==> config.mk <==
export PLATFORM = sky130hd
export DESIGN_NAME = light_readout
export DESIGN_NICKNAME = d
export VERILOG_FILES = /design/src/logic/light_readout_pkg.sv /design/src/logic/light_readout.sv /design/src/logic/serial_target.sv
export SDC_FILE = /design/constraint.sdc
export NUM_CORES = 1
export LEC_CHECK = 0
export BUFFER_PORTS_ARGS = -buffer_cell sky130_fd_sc_hd__buf_2
export CAP_MARGIN = 20
export CORE_UTILIZATION = 40
export DETAILED_ROUTE_END_ITERATION = 10
export PLACE_DENSITY = 0.59
export SLEW_MARGIN = 0
export SYNTH_ARGS = -nofsm -noshare
export SYNTH_HDL_FRONTEND = slang
export SYNTH_SLANG_ARGS = --single-unit
==> constraint.sdc <==
create_clock -name clock -period 5.7 [get_ports clock]
set_clock_uncertainty 0.2 [all_clocks]
set_input_delay 1.14 -clock clock [delete_from_list [all_inputs] [get_ports clock]]
set_output_delay 1.14 -clock clock [all_outputs]
set_load 0.05 [all_outputs]
==> src/logic/light_readout_pkg.sv <==
// shared constants for the dual channel light readout
package light_readout_pkg;

	// clock and integration timing
	localparam int unsigned CLK_KHZ       = 25000;          // system clock, kHz
	localparam int unsigned STEP_MS       = 100;            // one integration step, ms
	localparam int unsigned STEP_CYCLES   = STEP_MS * CLK_KHZ;

	// integration time select code
	localparam int          ITIME_W       = 3;
	localparam logic [2:0]  ITIME_MAX     = 3'h5;           // code 101b, six steps
	localparam logic [2:0]  ITIME_RST     = 3'h0;

	// result format
	localparam int          DATA_W        = 16;
	localparam logic [15:0] FULL_SCALE    = 16'hffff;
	localparam logic [15:0] DATA_RST      = 16'h0000;

	// persistence filter
	localparam int          PERS_W        = 4;
	localparam logic [3:0]  PERS_RST      = 4'h0;

	// serial target port
	localparam logic [6:0]  TARGET_ADDR   = 7'h29;
	localparam logic [3:0]  BITS_PER_BYTE = 4'h8;
	localparam int          SNAP_W        = 32;             // ch1 hi, ch1 lo, ch0 hi, ch0 lo
	localparam logic [1:0]  BYTE_LAST     = 2'h3;
	localparam int          CLR_PERS_BIT  = 0;              // write data bit: clear persist flag
	localparam int          CLR_IMM_BIT   = 1;              // write data bit: clear immediate flag

	// conversion sequencer
	typedef enum logic [2:0] {
		CONV_INTEG = 3'b001,
		CONV_XFER  = 3'b010,
		CONV_EVAL  = 3'b100
	} conv_state_e;

	// serial target sequencer
	typedef enum logic [6:0] {
		SER_IDLE     = 7'b0000001,
		SER_ADDR     = 7'b0000010,
		SER_ADDR_ACK = 7'b0000100,
		SER_WRITE    = 7'b0001000,
		SER_WR_ACK   = 7'b0010000,
		SER_READ     = 7'b0100000,
		SER_RD_ACK   = 7'b1000000
	} ser_state_e;

endpackage : light_readout_pkg

==> src/logic/light_readout.sv <==
// conversion sequencing, result buffering and threshold interrupt of the light readout
// Behaviour
// - both channels integrate over one shared period
// - converter 0 to channel 0, 1 to 1
// - double-buffered results, reads never mix conversions
// - next integration starts by itself after transfer
// - interrupt is a level, held until cleared
// - two threshold pairs, above upper or below lower
// - one pair fires after programmed consecutive conversions
// - other pair fires on first out-of-range conversion
// - interrupt pin open drain, pulled low when asserted
// - serial target port, fast mode rates
// - 3-bit time code, 100 ms steps, up to 600 ms
module light_readout
	import light_readout_pkg::*;
#(
	parameter int unsigned STEP_LEN = STEP_CYCLES     // cycles per integration step
) (
	input  wire logic                clock,                // 25 MHz system clock
	input  wire logic                resetn,               // async reset, active low
	input  wire logic [ITIME_W-1:0]  integration_time_sel, // integration time code
	input  wire logic                adc0_tick,            // converter 0 charge quantum, 1 cycle
	input  wire logic                adc1_tick,            // converter 1 charge quantum, 1 cycle
	input  wire logic [DATA_W-1:0]   pers_low,             // filtered pair, lower limit
	input  wire logic [DATA_W-1:0]   pers_high,            // filtered pair, upper limit
	input  wire logic [PERS_W-1:0]   pers_count,           // consecutive conversions needed
	input  wire logic                pers_int_en,          // filtered source reaches the pin
	input  wire logic [DATA_W-1:0]   imm_low,              // immediate pair, lower limit
	input  wire logic [DATA_W-1:0]   imm_high,             // immediate pair, upper limit
	input  wire logic                imm_int_en,           // immediate source reaches the pin
	input  wire logic                scl_in,               // serial clock pin
	input  wire logic                sda_in,               // serial data pin level
	output      logic                sda_out,              // serial data drive value
	output      logic                sda_oe_n,             // serial data enable, low drives
	output      logic                int_out,              // interrupt drive value
	output      logic                int_oe_n,             // interrupt enable, low pulls pin
	output      logic [DATA_W-1:0]   ch0_data,             // channel 0 result
	output      logic [DATA_W-1:0]   ch1_data,             // channel 1 result
	output      logic                conv_done,            // one-cycle pulse per new result
	output      logic                pers_flag,            // filtered source pending
	output      logic                imm_flag              // immediate source pending
);
	import light_readout_pkg::*;

	localparam int          STEP_W   = $clog2(STEP_LEN + 1);
	localparam logic [STEP_W-1:0] STEP_END = STEP_W'(STEP_LEN - 1);

	conv_state_e         state_reg;
	logic [STEP_W-1:0]   step_cnt_reg;
	logic [ITIME_W-1:0]  step_idx_reg;
	logic [DATA_W-1:0]   acc0_reg, acc1_reg;
	logic [PERS_W-1:0]   out_run_reg;
	logic [1:0]          clear_req;
	logic                int_low_reg;

	// codes beyond 101b have no longer period; hold them at six steps
	function automatic logic [ITIME_W-1:0] last_step(input logic [ITIME_W-1:0] sel);
		last_step = (sel > ITIME_MAX) ? ITIME_MAX : sel;
	endfunction : last_step

	// saturating increment of one accumulator
	function automatic logic [DATA_W-1:0] sat_inc(input logic [DATA_W-1:0] v, input logic t);
		sat_inc = (t && v != FULL_SCALE) ? v + 16'h0001 : v;
	endfunction : sat_inc

	function automatic logic outside(input logic [DATA_W-1:0] v, input logic [DATA_W-1:0] lo,
	                                 input logic [DATA_W-1:0] hi);
		outside = (v < lo) || (v > hi);
	endfunction : outside

	wire period_end = (step_cnt_reg == STEP_END) &&
	                  (step_idx_reg == last_step(integration_time_sel));

	// sequencer: integrate, hand results over, evaluate, and loop without a command
	always_ff @(posedge clock or negedge resetn) begin
		if (!resetn) begin
			state_reg <= CONV_INTEG;
		end else begin
			case (state_reg)
				CONV_INTEG: state_reg <= period_end ? CONV_XFER : CONV_INTEG;
				CONV_XFER:  state_reg <= CONV_EVAL;
				CONV_EVAL:  state_reg <= CONV_INTEG;
				default:    state_reg <= CONV_INTEG;
			endcase
		end
	end

	// step timer; time code is read live so a change lands on the running period
	always_ff @(posedge clock or negedge resetn) begin
		if (!resetn) begin
			step_cnt_reg <= '0;
			step_idx_reg <= ITIME_RST;
		end else if (state_reg != CONV_INTEG || period_end) begin
			step_cnt_reg <= '0;
			step_idx_reg <= ITIME_RST;
		end else if (step_cnt_reg == STEP_END) begin
			step_cnt_reg <= '0;
			step_idx_reg <= step_idx_reg + 3'h1;
		end else begin
			step_cnt_reg <= step_cnt_reg + STEP_W'(1);
		end
	end

	// both accumulators share one period; the transfer cycle already counts for the next
	always_ff @(posedge clock or negedge resetn) begin
		if (!resetn) begin
			acc0_reg <= DATA_RST;
			acc1_reg <= DATA_RST;
		end else if (state_reg == CONV_XFER) begin
			acc0_reg <= {15'h0000, adc0_tick};
			acc1_reg <= {15'h0000, adc1_tick};
		end else begin
			acc0_reg <= sat_inc(acc0_reg, adc0_tick);
			acc1_reg <= sat_inc(acc1_reg, adc1_tick);
		end
	end

	// result registers load together in one edge; reads snapshot both at once
	always_ff @(posedge clock or negedge resetn) begin
		if (!resetn) begin
			ch0_data  <= DATA_RST;
			ch1_data  <= DATA_RST;
			conv_done <= 1'b0;
		end else begin
			conv_done <= (state_reg == CONV_XFER);
			if (state_reg == CONV_XFER) begin
				ch0_data <= acc0_reg;
				ch1_data <= acc1_reg;
			end
		end
	end

	// run length of out-of-range conversions, saturating so it never wraps to zero
	always_ff @(posedge clock or negedge resetn) begin
		if (!resetn) begin
			out_run_reg <= PERS_RST;
		end else if (state_reg == CONV_EVAL) begin
			if (!outside(ch0_data, pers_low, pers_high)) begin
				out_run_reg <= PERS_RST;
			end else if (out_run_reg != {PERS_W{1'b1}}) begin
				out_run_reg <= out_run_reg + 4'h1;
			end
		end
	end

	wire pers_hit = (state_reg == CONV_EVAL) && outside(ch0_data, pers_low, pers_high) &&
	                ({1'b0, out_run_reg} + 5'h01 >= {1'b0, pers_count});
	wire imm_hit  = (state_reg == CONV_EVAL) && outside(ch0_data, imm_low, imm_high);

	// sticky flags: a new event in the clearing cycle wins over the clear
	always_ff @(posedge clock or negedge resetn) begin
		if (!resetn) begin
			pers_flag <= 1'b0;
			imm_flag  <= 1'b0;
		end else begin
			if (pers_hit) begin
				pers_flag <= 1'b1;
			end else if (clear_req[CLR_PERS_BIT]) begin
				pers_flag <= 1'b0;
			end
			if (imm_hit) begin
				imm_flag <= 1'b1;
			end else if (clear_req[CLR_IMM_BIT]) begin
				imm_flag <= 1'b0;
			end
		end
	end

	// pin follows the enabled flags one cycle later, as a clean registered level
	always_ff @(posedge clock or negedge resetn) begin
		if (!resetn) begin
			int_low_reg <= 1'b0;
		end else begin
			int_low_reg <= (pers_flag & pers_int_en) | (imm_flag & imm_int_en);
		end
	end

	assign int_out  = 1'b0;
	assign int_oe_n = ~int_low_reg;

	// host port: reads return a frozen pair, writes clear flags
	serial_target #(
		.ADDR      (TARGET_ADDR)
	) u_serial (
		.clock     (clock),
		.resetn    (resetn),
		.scl_in    (scl_in),
		.sda_in    (sda_in),
		.sda_out   (sda_out),
		.sda_oe_n  (sda_oe_n),
		.snap_data ({ch1_data, ch0_data}),
		.clear_req (clear_req)
	);

endmodule : light_readout

==> src/logic/serial_target.sv <==
// two-wire serial target: snapshot reads of both channels, flag clears by write
module serial_target
	import light_readout_pkg::*;
#(
	parameter logic [6:0] ADDR = TARGET_ADDR
) (
	input  wire logic                    clock,      // system clock
	input  wire logic                    resetn,     // async reset, active low
	input  wire logic                    scl_in,     // serial clock pin
	input  wire logic                    sda_in,     // serial data pin level
	output      logic                    sda_out,    // serial data drive value
	output      logic                    sda_oe_n,   // low while pulling data low
	input  wire logic [SNAP_W-1:0]       snap_data,  // live result pair
	output      logic [1:0]              clear_req   // one-cycle flag clear pulses
);
	import light_readout_pkg::*;

	logic       scl_s1, scl_s2, scl_s3;
	logic       sda_s1, sda_s2, sda_s3;
	ser_state_e state_reg;
	logic [3:0] bit_cnt_reg;
	logic [7:0] rx_reg;
	logic [7:0] tx_reg;
	logic [1:0] byte_idx_reg;
	logic [SNAP_W-1:0] snap_reg;
	logic       nack_reg;
	logic       drive_low_reg;
	logic [7:0] first_byte;
	logic [7:0] next_byte;

	// pick one byte of the held result pair
	function automatic logic [7:0] pick_byte(input logic [SNAP_W-1:0] s, input logic [1:0] i);
		pick_byte = s[{i, 3'h0} +: 8];
	endfunction : pick_byte

	// bytes to load at the start of a read and after each acknowledged byte
	assign first_byte = pick_byte(snap_reg, 2'h0);
	assign next_byte  = pick_byte(snap_reg, byte_idx_reg);

	// pins come from the bus clock domain: two flops, third only for edges
	always_ff @(posedge clock or negedge resetn) begin
		if (!resetn) begin
			{scl_s1, scl_s2, scl_s3} <= 3'h7;
			{sda_s1, sda_s2, sda_s3} <= 3'h7;
		end else begin
			{scl_s1, scl_s2, scl_s3} <= {scl_in, scl_s1, scl_s2};
			{sda_s1, sda_s2, sda_s3} <= {sda_in, sda_s1, sda_s2};
		end
	end

	wire scl_rise = scl_s2 & ~scl_s3;
	wire scl_fall = ~scl_s2 & scl_s3;
	wire start_c  = scl_s2 & scl_s3 & sda_s3 & ~sda_s2;
	wire stop_c   = scl_s2 & scl_s3 & ~sda_s3 & sda_s2;
	wire full     = (bit_cnt_reg == BITS_PER_BYTE);

	// bit counter and receive shifter run on rising clock edges
	always_ff @(posedge clock or negedge resetn) begin
		if (!resetn) begin
			bit_cnt_reg <= 4'h0;
			rx_reg      <= 8'h00;
			nack_reg    <= 1'b1;
		end else if (start_c || (scl_fall && full)) begin
			bit_cnt_reg <= 4'h0;
		end else if (scl_rise) begin
			if (state_reg == SER_RD_ACK) begin
				nack_reg <= sda_s2;
			end else if (state_reg != SER_ADDR_ACK && state_reg != SER_WR_ACK) begin
				// acknowledge slots must not shift in, or the direction bit is lost
				bit_cnt_reg <= bit_cnt_reg + 4'h1;
				rx_reg      <= {rx_reg[6:0], sda_s2};
			end
		end
	end

	// byte sequencer; bus changes only while the clock is low, so act on falls
	always_ff @(posedge clock or negedge resetn) begin
		if (!resetn) begin
			state_reg     <= SER_IDLE;
			tx_reg        <= 8'h00;
			byte_idx_reg  <= 2'h0;
			snap_reg      <= '0;
			drive_low_reg <= 1'b0;
			clear_req     <= 2'h0;
		end else begin
			clear_req <= 2'h0;
			if (stop_c) begin
				state_reg     <= SER_IDLE;
				drive_low_reg <= 1'b0;
			end else if (start_c) begin
				state_reg     <= SER_ADDR;
				drive_low_reg <= 1'b0;
			end else if (scl_fall) begin
				case (state_reg)
					SER_ADDR: begin
						if (full && rx_reg[7:1] == ADDR) begin
							state_reg     <= SER_ADDR_ACK;
							drive_low_reg <= 1'b1;
							snap_reg      <= snap_data;   // freeze the pair for this read
							byte_idx_reg  <= 2'h0;
						end else if (full) begin
							state_reg <= SER_IDLE;
						end
					end
					SER_ADDR_ACK: begin
						if (rx_reg[0]) begin
							state_reg     <= SER_READ;
							tx_reg        <= {first_byte[6:0], 1'b0};
							drive_low_reg <= ~first_byte[7];
							byte_idx_reg  <= 2'h1;
						end else begin
							state_reg     <= SER_WRITE;
							drive_low_reg <= 1'b0;
						end
					end
					SER_WRITE: begin
						if (full) begin
							state_reg     <= SER_WR_ACK;
							drive_low_reg <= 1'b1;
							clear_req     <= {rx_reg[CLR_IMM_BIT], rx_reg[CLR_PERS_BIT]};
						end
					end
					SER_WR_ACK: begin
						state_reg     <= SER_WRITE;
						drive_low_reg <= 1'b0;
					end
					SER_READ: begin
						if (full) begin
							state_reg     <= SER_RD_ACK;
							drive_low_reg <= 1'b0;
						end else begin
							drive_low_reg <= ~tx_reg[7];
							tx_reg        <= {tx_reg[6:0], 1'b0};
						end
					end
					SER_RD_ACK: begin
						if (!nack_reg) begin
							state_reg     <= SER_READ;
							tx_reg        <= {next_byte[6:0], 1'b0};
							drive_low_reg <= ~next_byte[7];
							byte_idx_reg  <= (byte_idx_reg == BYTE_LAST) ? 2'h0
							                 : byte_idx_reg + 2'h1;
						end else begin
							state_reg <= SER_IDLE;
						end
					end
					SER_IDLE: state_reg <= SER_IDLE;
					default:  state_reg <= SER_IDLE;
				endcase
			end
		end
	end

	// open drain: value is always low, only the enable moves
	assign sda_out  = 1'b0;
	assign sda_oe_n = ~drive_low_reg;

endmodule : serial_target

==> After elaboration in Yosys (flattened, before gate mapping) <==
Cells that the tools add are included.
{ "op_classes": {"bitwise_logic": 23, "eq_ne": 31, "n_shift": 1, "reduce_logical": 33, "n_lt_le_gt_ge": 6, "n_mux": 54, "n_addsub": 8} }
{ "op_table": {"columns": ["operator", "n"], "rows": [
  ["16-bit 2-to-1 mux", 4],
  ["7-bit 2-to-1 mux", 7],
  ["22-bit 2-to-1 mux", 2],
  ["7-bit one-hot mux with 6 select lines", 1],
  ["16-bit by 1-bit adder with 16-bit output, second input constant", 2],
  ["16-bit > comparator", 2],
  ["16-bit < comparator", 2],
  ["16-bit inequality test, second input constant", 2],
  ["32-bit by 6-bit indexed part select with 8-bit output", 1],
  ["4-bit 2-to-1 mux", 6],
  ["8-bit 2-to-1 mux", 3],
  ["8-bit one-hot mux with 3 select lines", 1],
  ["22-bit by 1-bit adder with 22-bit output, second input constant", 1],
  ["22-bit == test, second input constant", 1],
  ["2-bit 2-to-1 mux", 10],
  ["7-bit by 6-bit == test with 1-bit output, second input constant", 2],
  ["7-bit AND reduction", 2],
  ["2-bit nonzero test", 7],
  ["1-bit inverter", 13],
  ["1-bit 2-to-1 mux", 12],
  ["6-bit 2-to-1 mux", 2],
  ["4-bit by 1-bit inequality test with 1-bit output, second input constant", 3],
  ["5-bit AND reduction", 2],
  ["1-bit AND", 9],
  ["36 further kinds", 59]
]} }
{ "word_totals": {"inputBits": 79, "register_bits": 171, "output_inout_bits": 39} }

==> Logic depth before layout (Yosys ltp) <==
Gate-level depths: netlist (run 1).
{ "logic_depth": {"ltp_word": 7, "depth_mapped": 10, "ltp_nobuf": 9} }

==> Cells and area by module <==
From an unflattened synthesis (run 1), not the netlist that was laid out.
{ "unflattened": {"hier_cells": 914, "area_unflattened_um2": 9616.7} }
{ "by_module_without_submodules": {"columns": ["mod", "cells_each", "n_inst", "area_each_um2", "seq_area_each_um2"], "rows": [
  ["light_readout", 634, 1, 6189.7, 2503.7],
  ["serial_target", 280, 1, 3427.0, 1761.7]
]} }

==> Worst setup path before layout (run 1) <==
No wires, ideal clock.
{ "synth_timing": {"path_type": "input to register", "start": "input port pers_high[15]", "end": "register out_run_reg[1]", "cell_stages": 9, "path_slack_ns": 2.600, "required_ns": 5.418, "t_arrival_ns": 2.818, "path_cell_list": "inv_1 ha_1 nand4_1 or4_1 a21oi_1 a211oi_1 o22ai_1 nand3_1 o22ai_1"} }
{ "synth_between": {"elab_chain_cells": 4, "elab_cells_between_ends": 5, "classes_between": "order compare (1); eq/ne (1); mux (1); reduce/logical (2)"} }
{ "synth_rtl": {"columns": ["item", "line_no", "source"], "rows": [
  ["start: declaration", "light_readout.sv:25", "input wire logic [DATA_W-1:0] pers_high,"],
  ["16-bit > comparator *", "light_readout.sv:68", "outside = (v < lo) || (v > hi);"],
  ["1-bit logical OR *", "light_readout.sv:68", null],
  ["2-bit by 1-bit inequality test with 1-bit output (no line)", null, null],
  ["2-bit AND reduction (no line)", null, null],
  ["end signal: assignment", "light_readout.sv:141", "out_run_reg <= out_run_reg + 4'h1;"],
  ["end: declaration", "light_readout.sv:52", "logic [PERS_W-1:0] out_run_reg;"]
]} }
Every way passes the cells marked *; elsewhere a longest branch is shown, timed or not.
A chain may end at the register's enable or synchronous reset.

==> Final worst setup path (run 1) <==
{ "layout_timing": {"start": "input port pers_low[14]", "end": "register out_run_reg[1]"} }
{ "layout_between": {"elab_chain_cells": 4, "elab_cells_between_ends": 5, "classes_between": "order compare (1); eq/ne (1); mux (1); reduce/logical (2)"} }
{ "layout_rtl": {"columns": ["item", "line_no", "source"], "rows": [
  ["start: declaration", "light_readout.sv:24", "input wire logic [DATA_W-1:0] pers_low,"],
  ["16-bit < comparator *", "light_readout.sv:68", null],
  ["1-bit logical OR *", "light_readout.sv:68", null],
  ["2-bit by 1-bit inequality test with 1-bit output (no line)", null, null],
  ["2-bit AND reduction (no line)", null, null]
]} }
Marks and branches as above.

==> results of run 1 <==
==> cell usage after synthesis, types with 3 or more instances <==
cell and instances:
buf_6 3, a21oi_1 40, nand2b_1 6, a21o_1 21, nor4_1 6, mux4_2 8, a22o_1 3, nor3_1 7
mux2i_1 3, inv_1 79, buf_1 3, dfstp_2 9, buf_2 5, o21a_1 4, a22oi_1 9, nand2_1 158
a211oi_1 4, mux2_4 29, or4_1 3, xnor2_1 18, o211ai_1 4, o21ai_0 26, nor2_1 85, nand4_1 25
or3_1 6, mux2_2 10, nor3b_1 4, and3_1 9, dfrtp_1 161, nand3_1 29, xor2_1 34, nor2b_1 5
o31ai_1 3, and2_1 6, clkbuf_1 15, ha_1 74, and4_1 4, nand3b_1 3, mux2_1 3
==> worst max-delay path, delay by kind of cell <==
kind	cells	cell delay [ns]
AOI/OAI and AO/OA	4	0.90
adders and majority gates	1	0.30
buffers and inverters	2	0.10
and+or+nand+nor	2	0.78
==> metal layers <==
metal	vias to the layer above	GRT usage, %	wire length, µm
li1	3545	-	-
met1	3374	27.7	10900
met2	136	31.1	10100
met3	14	4.15	935
met4	2	4.44	222
met5	-	0	17
==> power groups by stage <==
stage	clock network [mW]	logic, mW	registers, mW
6_report	1.19	0.310	1.42
5_1_grt	1.28	0.363	1.44
4_1_cts	1.22	0.316	1.42
3_5_place_dp	0	0.313	1.44
3_3_place_gp	0	0.305	1.44
2_1_floorplan	0	0.232	1.40
==> path summary, 6_finish.rpt <==
kind / to / slack (ns) / depth (start not counted)
max: out_run_reg[1] / 2.59 / 9
min: u_serial.sda_s2 / 0.16 / 0
max reg2reg: u_serial.snap_reg[28] / 2.72 / 7
min reg2reg: u_serial.sda_s2 / 0.16 / 0
max in group asynchronous: u_serial.state_reg[0] / 3.62 / 2
min in group asynchronous: u_serial.bit_cnt_reg[0] / 0.62 / 1
==> placed cells by master (no fill, tap or decap), types with 21 or more instances in the layout <==
master / count
nand3_1: 29
o21ai_0: 26
a21o_1: 21
ha_1: 74
buf_2: 114
nand4_1: 25
xor2_1: 34
inv_1: 78
a21oi_1: 40
mux2_4: 29
nor2_1: 85
nand2_1: 158
dfrtp_1: 161
==> area by class of cell <==
cell class	instances	area, µm²
clock buffers	22	464
clock inverters	9	139
well taps	319	399
flip-flops and latches	170	4270
repair buffers	122	634
fillers	2230	12400
multi-input cells	690	4850
inverters	79	297
==> cells by family after synthesis <==
logic type	count (synthesis)	synth area share (%)
other cells	1	0.0393
mux	53	8.30
xor+xnor	52	4.77
flops	170	44.7
compound gates	134	9.01
simple gates	375	18.9
buf+inv	107	4.59
fa+ha+maj	74	9.70
==> stage by stage <==
step | cell area (µm²) | setup WS [ns] | hold slack, ns
finish | 11000 | 2.59 | 0.155
global route | 11000 | 2.49 | 0.157
CTS | 11000 | 2.63 | 0.156
detailed placement | 10400 | 2.19 | 0.147
global placement | 10400 | 2.27 | 0.146
floorplan | 9550 | 2.60 | 0.145
==> flow_metrics.tcl, run 1 <==
set metrics [dict create \
    outcome "completed" \
    min_path_type "flip-flop to flip-flop" \
    worstHoldStart "u_serial.sda_s1" \
    setup_viol 0 \
    vdd_drop_max_uv 189 \
    hold_buffers 0 \
    drive_gt1_share_pct 20.0 \
    worst_path_most_repeated_cell "o22ai_1" \
    worst-endpoint-arrival_ns 3.22 \
    clkPwrFrac_pct 40.8 \
    cts_tree "done" \
    ys_ff_latch 170 \
    largest_reg_flops 32 \
    grt_pass1_vias 6964 \
    globalRoute.totalOverflow 0 \
    p_int_mw 2.17 \
    pwr-share-seq_pct 48.6 \
    syn2layout_area_growth_pct 15.7 \
    synth_area_per_cell_um2 9.88 \
    dp_cells 1380 \
    tns_ns 0 \
    ant_nets 0 \
    viasPerCell 5.01 \
    synthArstFlopShare_pct 100 \
    clk_path_buf_depth 2 \
    post_cts_buffers 0 \
    leakage_nw 5.78 \
    post-route-period-util_pct 54.6 \
    grt_max_degree 107 \
    dpl.hpwl_um 15800 \
    io_pins 118 \
    yosys.area.top_type_share_pct 42.2 \
    pwr-share-comb_pct 10.6 \
    cts.clk_slew.worst_paths_ns 0.06 \
    finalHoldViolations 0 \
    antenna_found_initial 1 \
    stdcell_count 1411 \
    cts_max_level 4 \
    synth_edf_count 0 \
    fp.dieArea_mm2 0.0245 \
    start_kind "input pin" \
    initial_core_util_pct 40.7 \
    worstPathCellList "buf_2 -> inv_1 -> ha_1 -> nand4_1 -> or4_1 -> o32ai_1 -> o22ai_1 -> a21oi_1 -> o22ai_1" \
    drt-total-wl_um 22200 \
    slew_headroom_pct 33.4 \
    worstMarginPinSlew_ns 0.999 \
    synth_ff_type "dfrtp_1" \
    cap_violations 0 \
    cts-root-buf "clkbuf_16" \
    synthCells 966 \
    critPathRequiredTime_ns 5.81 \
    r2r-start "u_serial.state_reg[2]" \
    drv_slew 0 \
    core_mm2 0.0235 \
    numClockSinks 170 \
    final_nets 1233 \
    cts_buffers 17 \
    yosysWarnings 0 \
    row_count 56 \
    rsz0062_at_grt "false" \
    powerDensity_mw_per_mm2 264 \
    die_x_um 156 \
    finalPower_mw 2.92 \
    switching_share_pct 25.7 \
    cp_max_fo 5 \
    crit_start "pers_low[14]" \
    cpPeakStageDelay_ns 0.57 \
    dr.first_iter.drc_count 443 \
    place_congestion 0.814 \
    synth_seq_area_share_pct 44.7 \
    synthTopCellsByArea "dfrtp_1 42%, ha_1 9.7%, nand2_1 6.2%, mux2_4 4.6%, nor2_1 3.3%" \
    cts-resized-gates 0 \
    grt_pass1_wl_um 37100 \
    fin_crit_ns 3.11 \
    fin_util_pct 47.1 \
    n_antenna_cell 0 \
    clock.fmax_mhz 322 \
    netlist_area_mm2 0.00955 \
    drt-wirelength-per-cell_um 15.8 \
    yosysTopAreaCell "dfrtp_1" \
    io_buffers 115 \
    switchingPower_uw 749 \
    die_h_um 156 \
    first_pass_iters 4 \
    grt_usage_pct 19.7 \
    drc 0 \
    cp-end-kind "flip-flop" \
    slowest_stage "or4_1" \
    critical_path_class "input pin to flip-flop" \
    worstSkewPairLatency_ns 0.43 \
    synth_cell_type_count 71 \
    vias 7071 \
]
(Power assumes the default switching activity.)
==> inputs of run 2 (changes only) <==
==> constraint.sdc (replaced) <==
create_clock -name clock -period 3.2 [get_ports clock]
set_clock_uncertainty 0.2 [all_clocks]
set_input_delay 0.64 -clock clock [delete_from_list [all_inputs] [get_ports clock]]
set_output_delay 0.64 -clock clock [all_outputs]
set_load 0.05 [all_outputs]
==> flow_metrics.tcl, run 2 (synthesized netlist as in run 1, its figures left out) <==
set metrics [dict create \
    placed_area_mm2 0.0106 \
    hold_buffers 1 \
    reg2regPathDepth 8 \
    critPathCapture "out_run_reg[1]" \
    dpl.hpwl_um 16700 \
    worst_slack_ns 0.481 \
    cts_max_level 4 \
    drv_slew 0 \
    die_h_um 156 \
    final_nets 1248 \
    tns_ns 0 \
    r2r_slack_ns 0.48 \
    worstSkewPairLatency_ns 0.44 \
    first_pass_iters 4 \
    syn2layout_area_growth_pct 17.3 \
    drive_gt1_share_pct 21.3 \
    fin_crit_ns 2.72 \
    cp-end-kind "flip-flop" \
    stdcell_area_mm2 0.0112 \
    numClockSinks 170 \
    n_antenna_cell 0 \
    critical_path_class "flip-flop to flip-flop" \
    final_common_cell "dfrtp_1" \
    cts.clk_slew.worst_paths_ns 0.07 \
    cts_tree "done" \
    crit_start "ch0_data[15]" \
    globalRoute.totalOverflow 0 \
    slew_headroom_pct 47.9 \
    initial_core_util_pct 40.7 \
    worstMarginPinSlew_ns 0.782 \
    leakage_nw 5.88 \
    finalPower_mw 5.13 \
    vdd_drop_max_uv 338 \
    critPathRequiredTime_ns 3.35 \
    cts_buffers 17 \
    cp_max_fo 5 \
    drt-wirelength-per-cell_um 15.6 \
    dp_slack_ns 0.187 \
    post_cts_buffers 0 \
    post-route-period-util_pct 85.0 \
    grt_max_degree 67 \
    row_count 56 \
    cts-resized-gates 0 \
    reg2reg_to "out_run_reg[1]" \
    viasPerCell 5.01 \
    drc 0 \
    cts-root-buf "clkbuf_16" \
    largest_reg_flops 32 \
    grt_usage_pct 19.4 \
    io_pins 118 \
    r2r-start "ch0_data[15]" \
    clock.fmax_mhz 368 \
    start_kind "flip-flop" \
    ant_nets 0 \
    drt-total-wl_um 22300 \
    outcome "completed" \
    hold_slack_ns 0.102 \
    worstHoldStart "sda_in" \
    min_path_type "input pin to flip-flop" \
    grt_pass1_vias 6987 \
    place_congestion 0.846 \
    fillCellCount 2213 \
    rsz0062_at_grt "false" \
    final_cell_mix "161 x dfrtp_1, 158 x nand2_1, 114 x buf_2, 85 x nor2_1, 78 x inv_1" \
    core_mm2 0.0235 \
    setup_viol 0 \
    io_buffers 115 \
    powerDensity_mw_per_mm2 458 \
    finalHoldViolations 0 \
    clk_path_buf_depth 2 \
    die_x_um 156 \
    grt_pass1_wl_um 36600 \
    fp.dieArea_mm2 0.0245 \
    cap_violations 0 \
    antenna_found_initial 1 \
    dr.first_iter.drc_count 377 \
    vias 7143 \
    worst-endpoint-arrival_ns 2.87 \
]
## run 2: cell types whose count changed in the layout (fill, tap and decap cells not counted), moves of 3 or more
cell / delta
buf_4: +11
bufinv_16: -3
clkinv_8: +4
buf_12: +3
inv_8: +5
clkbuf_1: -3
## run 2: layout make-up
class	count	area, µm²	share of cell area, %
Multi-Input combinational cell	690	4850	43.3
Sequential cell	170	4270	38.1
Timing Repair Buffer	137	787	7.03
Clock buffer	17	425	3.80
Tap cell	319	399	3.57
Inverter	79	297	2.65
Clock inverter	15	173	1.54
## run 2: critical path, cell delays in order, from the launching register on
cell and delay [ns]:
dfrtp_1 0.41, ha_1 0.32, nand4_1 0.19, or4_1 0.61, a21oi_1 0.16, a211oi_1 0.07, o22ai_1 0.35, nand3_1 0.15
o22ai_1 0.17
## run 2: layer usage
metal  up-vias  GRT usage, %  part of all wire [%]
li1       3592             -                     -
met1      3386          26.8                    49
met2       143          31.3                    45
met3        20          3.30                   4.0
met4         2          5.70                   1.2
met5         -             0                 0.058
## run 2: worst min-delay path by stage
stage | cells after the start | slack [ns] | to
3_3_place_gp | 0 | 0.15 | u_serial.sda_s2
2_1_floorplan | 0 | 0.14 | acc0_reg[0]
4_1_cts | 1 | 0.08 | u_serial.sda_s1
6_report | 1 | 0.10 | u_serial.sda_s1
3_5_place_dp | 0 | 0.15 | u_serial.sda_s2
5_1_grt | 1 | 0.08 | u_serial.sda_s1
## run 2: metrics by stage
stage	utilization, %	cells
final	47.7	1427
after floorplan	-	967
after detailed placement	45.1	1394
after CTS	47.7	1427
after global routing	47.7	1427
after global placement	45.1	1394
## run 2: power breakdown
group          leakage, nW  internal [mW]  switching (mW)
sequential            2.26           2.33           0.199
combinational         3.32          0.271           0.289
clock                0.289           1.05           0.989
==> inputs of run 3 (changes only) <==
--- a/config.mk
+++ b/config.mk
@@ -9,7 +9,7 @@
 export CAP_MARGIN = 20
 export CORE_UTILIZATION = 40
 export DETAILED_ROUTE_END_ITERATION = 10
-export PLACE_DENSITY = 0.59
+export PLACE_DENSITY = 0.61
 export SLEW_MARGIN = 0
 export SYNTH_ARGS = -nofsm -noshare
 export SYNTH_HDL_FRONTEND = slang
==> constraint.sdc (replaced) <==
create_clock -name clock -period 2.4 [get_ports clock]
set_clock_uncertainty 0.2 [all_clocks]
set_input_delay 0.48 -clock clock [delete_from_list [all_inputs] [get_ports clock]]
set_output_delay 0.48 -clock clock [all_outputs]
set_load 0.05 [all_outputs]
==> flow_metrics.tcl, run 3 (synthesized netlist as in run 1, its figures left out) <==
set metrics [dict create \
    outcome "complete, but fails checks" \
    violations "negative setup slack" \
    fillCellCount 2094 \
    placed_area_mm2 0.0113 \
    initial_core_util_pct 40.7 \
    dr.first_iter.drc_count 481 \
    slew_headroom_pct 37.0 \
    ant_nets 0 \
    drt-wirelength-per-cell_um 16.6 \
    vdd_drop_max_uv 348 \
    worst-endpoint-arrival_ns 2.63 \
    clock.fmax_mhz 396 \
    vias 7755 \
    antenna_found_initial 0 \
    core_mm2 0.0235 \
    fin_util_pct 52.7 \
    worstSkewPairLatency_ns 0.43 \
    die_x_um 156 \
    start_kind "flip-flop" \
    drive_gt1_share_pct 31.9 \
    first_pass_iters 5 \
    finalHoldViolations 0 \
    leakage_nw 6.34 \
    worst_slack_ns -0.125 \
    powerDensity_mw_per_mm2 553 \
    grt_max_degree 59 \
    n_antenna_cell 0 \
    fin_crit_ns 2.53 \
    clk_path_buf_depth 2 \
    cp_max_fo 5 \
    numClockSinks 170 \
    setup_viol 37 \
    post-route-period-util_pct 105 \
    die_h_um 156 \
    dpl.hpwl_um 18600 \
    io_buffers 115 \
    rsz0062_at_grt "true" \
    cts.clk_slew.worst_paths_ns 0.07 \
    cp-end-kind "flip-flop" \
    place_congestion 0.870 \
    slowest_stage "or4_4" \
    stdcell_area_mm2 0.0124 \
    worstMarginPinSlew_ns 0.945 \
    critPathRequiredTime_ns 2.51 \
    worstPathCellList "buf_6 -> ha_4 -> nand2_2 -> or4_4 -> o32ai_4 -> o22ai_4 -> a21oi_4 -> mux2i_1" \
    io_pins 118 \
    cpPeakStageDelay_ns 0.55 \
    critical_path_class "flip-flop to flip-flop" \
    cts_max_level 4 \
    fp.dieArea_mm2 0.0245 \
    final_cell_mix "156 x nand2_1, 149 x dfrtp_1, 114 x buf_2, 93 x buf_4, 84 x nor2_1" \
    grt_usage_pct 21.5 \
    drc 0 \
    min_path_type "input pin to flip-flop" \
    final_common_cell "nand2_1" \
    row_count 56 \
    cts_tree "done" \
    grt_pass1_wl_um 40000 \
    grt_pass1_vias 7518 \
    cap_violations 0 \
    viasPerCell 5.11 \
    final_nets 1339 \
    cts-root-buf "clkbuf_16" \
    drt-total-wl_um 25200 \
    cts_buffers 17 \
    globalRoute.totalOverflow 0 \
    largest_reg_flops 32 \
    syn2layout_area_growth_pct 29.7 \
    drv_slew 0 \
]
run 3: changes by cell type in the layout (fill, tap and decap cells not counted), sizes merged:
cell,delta
dlygate4sd3,+2
bufbuf,+2
inv,-1
clkinv,-4
clkbuf,+3
clkinvlp,+2
buf,+87
run 3: path summary, 6_finish.rpt:
path	start	end	slack (ns)	depth (start not counted)
min in group asynchronous	resetn	u_serial.state_reg[6]	0.36	2
worst min register to register	u_serial.sda_s1	u_serial.sda_s2	0.16	0
worst min-delay path	imm_int_en	int_low_reg	0.09	2
worst max-delay path	ch0_data[9]	out_run_reg[0]	-0.13	8
worst max register to register	ch0_data[9]	out_run_reg[0]	-0.13	8
max in group asynchronous	resetn	u_serial.snap_reg[24]	0.95	3
run 3: layout make-up:
| type | instances | area, µm² | area share, % |
|---|---|---|---|
| Multi-Input combinational cell | 690 | 5260 | 42.5 |
| Sequential cell | 170 | 4280 | 34.6 |
| Timing Repair Buffer | 228 | 1600 | 12.9 |
| Clock buffer | 20 | 437 | 3.53 |
| Tap cell | 319 | 399 | 3.22 |
| Inverter | 79 | 297 | 2.40 |
| Clock inverter | 12 | 106 | 0.859 |
run 3: worst max-delay path, delay by kind of cell, from the launching register on:
kind            cells  cell delay, ns
compound gates      3            0.64
simple gates        2            0.60
flops               1            0.46
fa+ha+maj           1            0.26
buf+inv             1            0.14
mux                 1            0.09
run 3: metal layers:
| metal | wire length (µm) | GRT usage [%] | vias to the layer above |
|---|---|---|---|
| met5 | 0 | 0 | - |
| met4 | 411 | 6.35 | 0 |
| met3 | 1020 | 4.02 | 26 |
| met2 | 11600 | 34.1 | 189 |
| met1 | 12100 | 29.9 | 3775 |
| li1 | - | - | 3765 |
run 3: what timing repair did:
action,in CTS,in global routing
buffers inserted,12,7
setup endpoints to repair,26,64
gates cloned,2,0
pin swaps,19,28
gates resized for setup,39,23
hold endpoints to repair,34,0
hold buffers,3,0
run 3: power by group:
group / internal [mW] / switching, mW / leakage, nW
registers: 3.11 / 0.233 / 2.24
clock network: 1.36 / 1.22 / 0.256
logic: 0.460 / 0.470 / 3.84
run 3: through the flow:
step / cells / hold slack [ns] / setup slack, ns / setup TNS (ns) / power (mW)
after CTS: 1514 / 0.0617 / -0.119 / -3.64 / 6.90
after global placement: 1467 / 0.146 / -0.304 / -2.88 / 4.26
after detailed placement: 1467 / 0.147 / -0.341 / -3.30 / 4.29
final: 1518 / 0.0871 / -0.125 / -3.61 / 6.85
after floorplan: 967 / -0.0156 / -0.0313 / -0.295 / 3.89
after global routing: 1518 / 0.0622 / -0.198 / -5.69 / 7.20
